### src/verilog/psi_map.svh
`ifndef PSI_MAP_SVH
`define PSI_MAP_SVH
// ==========================================
// clock and timing
`define PSI_CLK_HZ 20000000
`define PSI_TICK_MS 25
`define PSI_TICK_CYCLES (`PSI_TICK_MS * (`PSI_CLK_HZ / 1000))
// ==========================================
// link speed codes
`define PSI_SPEED_10 2'h0
`define PSI_SPEED_100 2'h1
`define PSI_SPEED_1000 2'h2
// ==========================================
// individual-style function select
`define PSI_SEL_RSVD 2'h0
`define PSI_SEL_BLINK 2'h2
// ==========================================
// enhanced-style function codes
`define PSI_FN_LINK_ANY 4'h0
`define PSI_FN_LINK_1000 4'h1
`define PSI_FN_LINK_100 4'h2
`define PSI_FN_LINK_10 4'h3
`define PSI_FN_LINK_100_1000 4'h4
`define PSI_FN_LINK_10_1000 4'h5
`define PSI_FN_LINK_10_100 4'h6
`define PSI_FN_DUPLEX_COLL 4'h8
`define PSI_FN_COLL 4'h9
`define PSI_FN_ACT 4'ha
`define PSI_FN_PD_FAULT 4'hc
`define PSI_FN_FORCE_OFF 4'he
`define PSI_FN_FORCE_ON 4'hf
// ==========================================
// blink timing in ticks and reset values
`define PSI_BLINK_HALF_MAX 5'h08
`define PSI_STRETCH_MIN 5'h02
`define PSI_LEGACY_RATE 2'h2
`define PSI_ALL_OFF 5'h1f
`endif

### src/verilog/psi_pkg.sv
// ==========================================
// shared types
package psi_pkg;
  typedef enum logic [1:0] {psi_individual, psi_tricolour, psi_enhanced} psi_style_t;
  typedef enum logic [1:0] {psi_idle, psi_show, psi_rest} psi_blink_state_t;
endpackage

### src/verilog/psi_blink.sv
`timescale 1ns/100ps
`include "psi_map.svh"
module psi_blink
  import psi_pkg::*;
(
  input wire logic sys_clk,
  input wire logic reset,
  input wire logic tick,
  input wire logic event_in,
  input wire logic stretch,
  input wire logic [1:0] rate,
  output logic active
);
  psi_blink_state_t state;
  logic [4:0] cnt;
  logic pend;
  logic [4:0] half;
  logic [4:0] len;
  logic [4:0] load;

  assign half = `PSI_BLINK_HALF_MAX >> rate;
  assign len = `PSI_STRETCH_MIN << rate;
  assign load = stretch ? len : half;
  assign active = (state == psi_show);

  // ==========================================
  // pending event, set wins over consume
  always_ff @(posedge sys_clk) begin
    if (reset) begin
      pend <= 1'b0;
    // an event in idle starts the show itself and is not kept for a second blink
    end else if (event_in && state != psi_idle && !(stretch && state == psi_show)) begin
      pend <= 1'b1;
    end else if (state != psi_show && (state == psi_idle || (tick && cnt == 5'h01))) begin
      pend <= 1'b0;
    end
  end

  // ==========================================
  // blink or stretch sequencer
  always_ff @(posedge sys_clk) begin
    if (reset) begin
      state <= psi_idle;
      cnt <= 5'h00;
    end else begin
      case (state)
        psi_idle: begin
          if (event_in || pend) begin
            state <= psi_show;
            cnt <= stretch ? len : half;
          end
        end
        psi_show: begin
          if (stretch && event_in) begin
            cnt <= len;
          end else if (tick && cnt == 5'h01) begin
            state <= psi_rest;
            cnt <= stretch ? (len >> 1) : half;
          end else if (tick) begin
            cnt <= cnt - 5'h01;
          end
        end
        psi_rest: begin
          if (tick && cnt == 5'h01) begin
            state <= (pend || event_in) ? psi_show : psi_idle;
            cnt <= stretch ? len : half;
          end else if (tick) begin
            cnt <= cnt - 5'h01;
          end
        end
        default: begin
          state <= psi_idle;
          cnt <= 5'h00;
        end
      endcase
    end
  end
endmodule

### src/verilog/psi_top.sv
`timescale 1ns/100ps
`include "psi_map.svh"
module psi_top
  import psi_pkg::*;
#(
  parameter int TICK_CYCLES = `PSI_TICK_CYCLES
) (
  input wire logic sys_clk,
  input wire logic reset,
  input wire logic link_up,
  input wire logic [1:0] link_speed,
  input wire logic full_duplex,
  input wire logic rx_activity,
  input wire logic tx_activity,
  input wire logic collision,
  input wire logic parallel_detect_fault,
  input wire logic isolate_control,
  input wire logic power_down_control,
  input wire logic style_control,
  input wire logic style_strap,
  input wire logic [1:0] individual_function_select,
  input wire logic [15:0] led_config,
  input wire logic [3:0] combine_disable,
  input wire logic [3:0] pulse_stretch_enable,
  input wire logic [7:0] blink_rate,
  input wire logic activity_tx_only,
  output logic indicator_out_1_n,
  output logic indicator_out_2_n,
  output logic indicator_out_3_n,
  output logic indicator_out_4_n,
  output logic indicator_out_5_n
);
  // ==========================================
  // decoding helpers
  function automatic logic speed_is(input logic up, input logic [1:0] spd, input logic [1:0] code);
    speed_is = up && (spd == code);
  endfunction

  function automatic logic [1:0] enh_primary(input logic [3:0] code, input logic l10,
                                             input logic l100, input logic l1000,
                                             input logic fdl, input logic pdf);
    // returns {primary level, secondary turns lamp on}
    case (code)
      `PSI_FN_LINK_ANY: enh_primary = {l10 | l100 | l1000, 1'b0};
      `PSI_FN_LINK_1000: enh_primary = {l1000, 1'b0};
      `PSI_FN_LINK_100: enh_primary = {l100, 1'b0};
      `PSI_FN_LINK_10: enh_primary = {l10, 1'b0};
      `PSI_FN_LINK_100_1000: enh_primary = {l100 | l1000, 1'b0};
      `PSI_FN_LINK_10_1000: enh_primary = {l10 | l1000, 1'b0};
      `PSI_FN_LINK_10_100: enh_primary = {l10 | l100, 1'b0};
      `PSI_FN_DUPLEX_COLL: enh_primary = {fdl, 1'b1};
      `PSI_FN_COLL: enh_primary = 2'h1;
      `PSI_FN_ACT: enh_primary = 2'h1;
      `PSI_FN_PD_FAULT: enh_primary = {pdf, 1'b0};
      `PSI_FN_FORCE_OFF: enh_primary = 2'h0;
      `PSI_FN_FORCE_ON: enh_primary = 2'h2;
      default: enh_primary = 2'h0;
    endcase
  endfunction

  function automatic logic enh_event(input logic [3:0] code, input logic act,
                                     input logic coll, input logic link);
    case (code)
      `PSI_FN_LINK_ANY, `PSI_FN_LINK_1000, `PSI_FN_LINK_100, `PSI_FN_LINK_10,
      `PSI_FN_LINK_100_1000, `PSI_FN_LINK_10_1000, `PSI_FN_LINK_10_100,
      `PSI_FN_ACT: enh_event = act;
      `PSI_FN_DUPLEX_COLL, `PSI_FN_COLL: enh_event = coll & link;
      default: enh_event = 1'b0;
    endcase
  endfunction

  // ==========================================
  // strap capture and style
  logic strap_latched;
  psi_style_t style;

  always_ff @(posedge sys_clk) begin
    if (reset) begin
      strap_latched <= style_strap;
    end
  end

  always_comb begin
    if (!style_control) begin
      style = psi_enhanced;
    end else if (strap_latched) begin
      style = psi_individual;
    end else begin
      style = psi_tricolour;
    end
  end

  // ==========================================
  // blink time base
  logic [19:0] tick_cnt;
  logic tick;

  always_ff @(posedge sys_clk) begin
    if (reset || tick_cnt == 20'(TICK_CYCLES - 1)) begin
      tick_cnt <= 20'h0_0000;
    end else begin
      tick_cnt <= tick_cnt + 20'h0_0001;
    end
  end

  assign tick = (tick_cnt == 20'(TICK_CYCLES - 1));

  // ==========================================
  // link status decode
  logic l10;
  logic l100;
  logic l1000;
  logic fd_link;
  logic act_any;
  logic act_sel;
  logic act_blink;
  logic coll_blink;

  assign l10 = speed_is(link_up, link_speed, `PSI_SPEED_10);
  assign l100 = speed_is(link_up, link_speed, `PSI_SPEED_100);
  assign l1000 = speed_is(link_up, link_speed, `PSI_SPEED_1000);
  assign fd_link = link_up && full_duplex;
  assign act_any = rx_activity | tx_activity;
  assign act_sel = activity_tx_only ? tx_activity : act_any;

  psi_blink u_act (
    .sys_clk(sys_clk),
    .reset(reset),
    .tick(tick),
    .event_in(act_any),
    .stretch(1'b0),
    .rate(`PSI_LEGACY_RATE),
    .active(act_blink)
  );

  psi_blink u_coll (
    .sys_clk(sys_clk),
    .reset(reset),
    .tick(tick),
    .event_in(collision & link_up),
    .stretch(1'b0),
    .rate(`PSI_LEGACY_RATE),
    .active(coll_blink)
  );

  // ==========================================
  // enhanced outputs 1 to 4
  logic [3:0] enh_lit;

  for (genvar i = 0; i < 4; i++) begin : g_enh
    logic [3:0] code;
    logic [1:0] prim;
    logic sec;

    assign code = led_config[4*i +: 4];
    assign prim = enh_primary(code, l10, l100, l1000, fd_link, parallel_detect_fault);

    psi_blink u_blink (
      .sys_clk(sys_clk),
      .reset(reset),
      .tick(tick),
      .event_in(enh_event(code, act_sel, collision, link_up)),
      .stretch(pulse_stretch_enable[i]),
      .rate(blink_rate[2*i +: 2]),
      .active(sec)
    );

    always_comb begin
      // codes 12 and up have no secondary, so a stale blink must not reach them
      if (combine_disable[i] || code >= `PSI_FN_PD_FAULT) begin
        enh_lit[i] = prim[1];
      end else if (prim[0]) begin
        enh_lit[i] = prim[1] | sec;
      end else begin
        enh_lit[i] = prim[1] & ~sec;
      end
    end
  end

  // ==========================================
  // lamp selection
  logic [4:0] next_lit;
  logic [4:0] out_n;
  logic sel_rsvd;
  logic sel_blink;
  logic tri_on2;
  logic tri_on1;

  assign sel_rsvd = (individual_function_select == `PSI_SEL_RSVD);
  assign sel_blink = (individual_function_select == `PSI_SEL_BLINK);
  assign tri_on2 = l1000 | l10;
  assign tri_on1 = l100 | l10;

  always_comb begin
    next_lit = 5'h00;
    // outputs 3 to 5 are shared by individual and tri-colour styles
    if (!sel_rsvd) begin
      next_lit[4] = l100 & ~(sel_blink & act_blink);
      next_lit[3] = l1000 & ~(sel_blink & act_blink);
      next_lit[2] = fd_link | coll_blink;
    end
    case (style)
      psi_individual: begin
        next_lit[1] = link_up;
        next_lit[0] = act_blink;
      end
      psi_tricolour: begin
        next_lit[1] = tri_on2 & ~act_blink;
        next_lit[0] = tri_on1 & ~act_blink;
      end
      psi_enhanced: begin
        next_lit = {1'b0, enh_lit};
      end
      default: begin
        next_lit = 5'h00;
      end
    endcase
    if (sel_rsvd && style != psi_enhanced) begin
      next_lit[4:2] = 3'h0;
    end
    if (power_down_control || (isolate_control && style != psi_enhanced)) begin
      next_lit = 5'h00;
    end
  end

  always_ff @(posedge sys_clk) begin
    if (reset) begin
      out_n <= `PSI_ALL_OFF;
    end else begin
      out_n <= ~next_lit;
    end
  end

  assign indicator_out_1_n = out_n[0];
  assign indicator_out_2_n = out_n[1];
  assign indicator_out_3_n = out_n[2];
  assign indicator_out_4_n = out_n[3];
  assign indicator_out_5_n = out_n[4];
endmodule

### config.mk
export PLATFORM = sky130hd
export DESIGN_NAME = psi_top
export DESIGN_NICKNAME = d
export VERILOG_FILES = /design/src/verilog/psi_pkg.sv /design/src/verilog/psi_blink.sv /design/src/verilog/psi_top.sv
export VERILOG_INCLUDE_DIRS = /design/src /design/src/verilog
export SDC_FILE = /design/constraint.sdc
export NUM_CORES = 1
export LEC_CHECK = 0
export ABC_AREA = 0
export BUFFER_PORTS_ARGS = -buffer_cell sky130_fd_sc_hd__buf_2
export CAP_MARGIN = 10
export CORE_UTILIZATION = 55
export CTS_CLUSTER_SIZE = 14
export DETAILED_ROUTE_END_ITERATION = 8
export HOLD_SLACK_MARGIN = 0.02
export PLACE_DENSITY = 0.73
export REMOVE_ABC_BUFFERS = 1
export SLEW_MARGIN = 15
export SYNTH_ARGS = -nofsm -noshare
export SYNTH_HDL_FRONTEND = slang
export SYNTH_SLANG_ARGS = --single-unit
### constraint.sdc
create_clock -name sys_clk -period 3.1 [get_ports sys_clk]
set_input_delay 0.62 -clock sys_clk [delete_from_list [all_inputs] [get_ports sys_clk]]
set_output_delay 0.62 -clock sys_clk [all_outputs]
set_load 0.03 [all_outputs]
=== Word level (Yosys, flattened, before mapping) ===
Cells that the tools add are included.

* Output and inout port bits: 5
* Word-level logic and storage cells: 382
* Bits in registers: 74
* Input port bits: 49

* $add $sub $neg: 7
* $lt $le $gt $ge: 4
* Equality and inequality tests: 99
* Bitwise operators: 27
* Shifts and indexed selects: 8
* Reduce and logical (&&, ||, !) cells: 106
* Mux-type cells: 110

{| class="wikitable"
|+ Operator list
! kind !! count
|-
| $mux W5 || 35
|-
| $pmux W2 S11 || 4
|-
| $eq A4 B4 Y1 const B || 20
|-
| $pmux W5 S3 || 4
|-
| $eq A4 B3 Y1 const B || 12
|-
| $mux W2 || 23
|-
| $pmux W2 S3 || 7
|-
| $logic_and A1 B1 Y1 || 36
|-
| $ne A2 B1 Y1 const B || 18
|-
| $eq A4 B2 Y1 const B || 8
|-
| $reduce_or A8 Y1 || 4
|-
| $eq A5 B1 Y1 const B || 6
|-
| $sub A5 B1 Y5 const B || 6
|-
| $mux W1 || 28
|-
| $reduce_bool A2 Y1 || 12
|-
| $ne A2 B2 Y1 const B || 11
|-
| $reduce_or A2 Y1 || 11
|-
| $add A20 B1 Y20 const B || 1
|-
| $eq A20 B19 Y1 const B || 1
|-
| $pmux W5 S2 || 2
|-
| $shl A2 B2 Y5 const A || 4
|-
| $shr A4 B2 Y5 const A || 4
|-
| $eq A2 B2 Y1 const B || 9
|-
| $logic_not A2 Y1 || 9
|-
| other kinds (17) || 86
|}

=== Depth between registers and ports, before layout ===
* Depth after elaboration: 12
* Depth in mapped cells: 9
* Gate-level depth less buffers: 8

=== Hierarchy ===
From an unflattened synthesis, not the netlist that was laid out.

* Cells, all modules: 922
* Area, all modules: 6845.3 sq um

{| class="wikitable"
|+ By module, submodules not included
! module !! area an instance (sq um) !! sequential area each (sq um) !! times used !! cells each
|-
| psi_blink || 810.8 || 160.2 || 6 || 109
|-
| psi_top || 1980.6 || 530.5 || 1 || 268
|}

=== Least setup slack after synthesis ===
Ideal clock, no wire load.

* Path kind: input to register
* Start point: input port led_config[10]
* End point: register g_enh[2].u_blink.cnt[2]
* Stages on the path: 8
* Data arrival time: 2.408 ns
* Slack: 0.617 ns
* Path through: buf_2 -> a21o_1 -> a222oi_1 -> nor4b_1 -> clkbuf_1 -> a2111oi_0 -> a21oi_1 -> o22ai_1

* Longest elaborated chain between the ends: 6
* Elaborated cells on any way between the ends: 18
* Classes of those cells: eq/ne (10); mux (3); reduce/logical (5)

{| class="wikitable"
|+ Ends and longest elaborated chain
! element !! RTL line !! source
|-
| start, declared || psi_top.sv:22 || <nowiki>input wire logic [15:0] led_config,</nowiki>
|-
| $eq A4 B1 Y1, or another cell as far along || psi_top.sv:63 || <nowiki>case (code)</nowiki>
|-
| $reduce_or A8 Y1 / $reduce_or A2 Y1 (equally long branches) || psi_top.sv:63 ||
|-
| $pmux W1 S2 (*) || psi_top.sv:63 ||
|-
| $logic_and A1 B1 Y1 || psi_blink.sv:54 || <nowiki>if (stretch && event_in) begin</nowiki>
|-
| $mux W5 || psi_blink.sv:54 ||
|-
| $pmux W5 S3 || psi_blink.sv:46 || <nowiki>case (state)</nowiki>
|-
| end signal, assigned || psi_blink.sv:50 || <nowiki>cnt <= stretch ? len : half;</nowiki>
|-
| end signal, assigned || psi_blink.sv:55 || <nowiki>cnt <= len;</nowiki>
|-
| end signal, assigned || psi_blink.sv:58 || <nowiki>cnt <= stretch ? (len >> 1) : half;</nowiki>
|-
| end, declared || psi_blink.sv:15 || <nowiki>logic [4:0] cnt;</nowiki>
|}

Every way passes the cells marked *; elsewhere a longest branch is shown, timed or not.
A chain may end at the register's enable or synchronous reset.

=== Worst setup path after layout ===
* Start point: register tick_cnt[11]
* End point: register g_enh[1].u_blink.cnt[3]

* Longest elaborated chain between the ends: 5
* Elaborated cells on any way between the ends: 7
* Classes of those cells: eq/ne (1); mux (5); reduce/logical (1)

{| class="wikitable"
|+ Ends and longest elaborated chain
! element !! RTL line !! source
|-
| start, declared || psi_top.sv:95 || <nowiki>logic [19:0] tick_cnt;</nowiki>
|-
| start signal, assigned || psi_top.sv:102 || <nowiki>tick_cnt <= tick_cnt + 20'h0_0001;</nowiki>
|-
| $eq A20 B19 Y1 (*) || psi_top.sv:106 || <nowiki>assign tick = (tick_cnt == 20'(TICK_CYCLES - 1));</nowiki>
|-
| $mux W5 / $logic_and A1 B1 Y1 (equally long branches) || n/a ||
|-
| $mux W5 || psi_blink.sv:56 || <nowiki>end else if (tick && cnt == 5'h01) begin</nowiki>
|-
| $mux W5 || psi_blink.sv:54 ||
|-
| $pmux W5 S3 (*) || psi_blink.sv:46 ||
|-
| end signal, assigned || psi_blink.sv:50 ||
|-
| end signal, assigned || psi_blink.sv:55 ||
|-
| end signal, assigned || psi_blink.sv:58 ||
|-
| end, declared || psi_blink.sv:15 ||
|}

Marks and branches as above.

==> impl_metrics.yaml <==
clock_network:
  holdBufCountCts: 0
  cts_sinks: 74
  clk_latency_ns: 0.38
  clk_pin_slew_ns: 0.08
  h-tree-depth: 3
  clk_path_buf_depth: 2
  cts_tree: "done"
  root_buffer: "clkbuf_8"
  post-cts-setup-buffer-count: 0
  cts_resized: 0
  numCtsBuffers: 9
cells_and_area:
  instances_no_fill: 994
  layout_commonest_cell: "nor2_1"
  mostFrequentLayoutCells: "nor2_1 (102), dfxtp_1 (73), a21oi_1 (68), nand2_1 (57), buf_2 (53)"
  drive_gt1_share_pct: 12.72
  area_growth_pct: 9.252
  n_fill_cell: 989
  nets: 922
global_route:
  busiest_layer: "met2"
  met2_usage_pct: 48.37
  grt_remaining_overflow: 0
  antenna_found_initial: 0
  grt_pass1_vias: 5788
  grt_first_pass_wirelength_um: 27270
  track_usage_pct: 30.14
  met3_usage_pct: 4.660
  grtUsageMet1_pct: 39.72
  grt_max_degree: 35
detailed_routing:
  drt_iter0_markers: 468
  drc: 0
  via_per_inst: 6.418
  wl_per_cell_um: 16.78
  routed_wl_um: 16680
  dr.pass1.iters: 6
  vias: 6379
  ant_nets: 0
timing:
  period_needed_ns: 2.727
  finClkSkew_ns: 0.01116
  relSlewSlack_pct: 40.26
  hold_viol: 0
  max_freq_mhz: 366.7
  setup-tns-final_ns: 0
  report.final.slew_viol_count: 0
  finalCritPeriodShare_pct: 87.98
  setup_viol: 0
  rsz0062_at_grt: "false"
  tightest_slew_ns: 0.8892
worst_setup_path:
  r2r_start: "tick_cnt[11]"
  crit_fanout: 13
  cp_top_family: "simple AND/OR/NAND/NOR gates"
  crit_path_start_kind: "register"
  crit_start: "tick_cnt[11]"
  path_cells: "or4_4, or3_1, nor2_4, a31oi_1, o211a_1, o221a_2"
  crit_required_ns: 3.38
  critPathMaxStageDelay_ns: 0.69
  crit_slowest_cell: "or3_1"
  worstPathArrival_ns: 3.00
  rr_worst_depth: 6
  reg2reg_to: "g_enh[1].u_blink.cnt[3]"
  worst-path-buf-inv: 0
  rrSetupSlack_ns: 0.37
  end_kind: "register"
  crit_type: "reg2reg"
placement:
  post-place-cells: 977
  portBuffers: 53
  hpwlAfterDp_um: 12230
  routabilityCongestion: 0.9749
floorplan:
  die_h_um: 105.9
  die_area_um2: 11210
  core_um2: 10420
  pin_count: 54
  die_w_um: 105.9
  initial_core_util_pct: 57.00
  rows: 37
yosys:
  async_flop_share_pct: 0
  synthFlopType: "dfxtp_1"
  synth_edf_count: 1
  seq_area_frac_synth_pct: 25.12
  syn_inst: 825
  ys_ff_latch: 74
  syn_area_um2: 5937
  synth.distinct_cells: 77
  postSynthAreaPerCell_um2: 7.196
  yosysWarningCount: 0
worst_hold_path:
  hold_depth: 1
  worstHoldPathType: "in2reg"
  hold_end: "strap_latched"
  hold_start: "style_strap"
power:
  vdd_drop_max_v: 0.0003725
  powerDensity_nw_per_um2: 404.7
  leakage_nw: 2.406
flow_run:
  maxCapViolCount: 0
status:
  status: "completed"
[report_power, final]
part           total, mW  switching, mW  internal, mW
logic              0.708          0.416         0.292
clock network      0.833          0.389         0.444
registers           1.08         0.0734          1.01
[cells by family after synthesis]
kind of cell / after synthesis / share of synthesized area (%)
XOR/XNOR: 24 / 3.541
multiplexers: 10 / 1.770
AND/OR/NAND/NOR: 362 / 31.84
adder cells (fa/ha/maj): 21 / 4.426
AO/OA/AOI/OAI: 245 / 27.31
buffers and inverters: 89 / 5.985
flip-flops: 74 / 25.12
[per-stage QoR]
step / utilization (%) / hold slack [ns] / setup slack (ns) / instance area [µm²] / total power [mW]
4_1_cts: 62.25 / 0.4167 / 0.3798 / 6484 / 2.622
6_report: 62.27 / 0.4252 / 0.3727 / 6486 / 2.625
5_1_grt: 62.25 / 0.4257 / 0.2937 / 6484 / 2.764
3_3_place_gp: 60.18 / 0.4430 / 0.4503 / 6269 / 1.775
3_5_place_dp: 60.18 / 0.4490 / 0.3846 / 6269 / 1.794
2_1_floorplan: - / 0.4297 / 0.5018 / 5720 / 1.568
[cells in the mapped netlist (all sizes together) (9+ instances only)]
| cell | count | area [µm²] |
|---|---|---|
| or3 | 12 | 80.08 |
| nand3 | 34 | 170.2 |
| inv | 36 | 135.1 |
| a31oi | 11 | 68.82 |
| dfxtp | 73 | 1461 |
| nand2b | 24 | 150.1 |
| a21oi | 68 | 340.3 |
| nand2 | 57 | 214.0 |
| or2 | 9 | 56.31 |
| nor2 | 103 | 394.1 |
| xnor2 | 9 | 78.83 |
| o31ai | 12 | 90.09 |
| o21ai | 42 | 210.2 |
| ha | 21 | 262.8 |
| nor2b | 15 | 93.84 |
| and3 | 10 | 62.56 |
| nor3 | 38 | 211.5 |
| a21o | 10 | 76.32 |
| nand4 | 11 | 68.82 |
| o22ai | 16 | 100.1 |
| xor2 | 15 | 131.4 |
| clkbuf | 45 | 168.9 |
[how the worst max path moves through the flow]
stage,endpoint,slack [ns],cells past startpoint
2_1_floorplan,g_enh[2].u_blink.cnt[2],0.50,6
5_1_grt,g_enh[1].u_blink.cnt[3],0.29,6
3_5_place_dp,g_enh[1].u_blink.cnt[3],0.38,6
3_3_place_gp,g_enh[1].u_blink.cnt[3],0.45,6
6_report,g_enh[1].u_blink.cnt[3],0.37,6
4_1_cts,g_enh[1].u_blink.cnt[3],0.38,6
[registers in the layout (all words and copies together) (netlist names)]
name                 cells
u_coll.pend              1
g_enh.u_blink.pend       4
u_act.state              2
u_coll.state             2
out_n                    5
u_act.pend               1
strap_latched            1
u_coll.cnt               5
tick_cnt                20
g_enh.u_blink.cnt       20
g_enh.u_blink.state      8
u_act.cnt                5
[area by class of cell]
type | count | area, µm² | area share, %
Inverter | 37 | 138.9 | 2.141
Antenna cell | 1 | 2.502 | 0.03858
Sequential cell | 74 | 1491 | 22.99
Clock buffer | 13 | 170.2 | 2.623
Tap cell | 136 | 170.2 | 2.623
Multi-Input combinational cell | 662 | 4090 | 63.06
Clock inverter | 3 | 45.04 | 0.6944
Timing Repair Buffer | 68 | 377.9 | 5.826
[worst reg2reg max path: cells and delay by family (launching register included)]
family | cells | cell delay (ns)
AND/OR/NAND/NOR | 3 | 1.66
flip-flops | 1 | 0.33
AO/OA/AOI/OAI | 3 | 0.64
[per-layer routing]
metal | routed length (µm) | vias up
li1 | - | 3095
met1 | 7493 | 2980
met2 | 7595 | 269
met3 | 1132 | 35
met4 | 454 | 0
met5 | 0 | -
(Power assumes the default switching activity.)
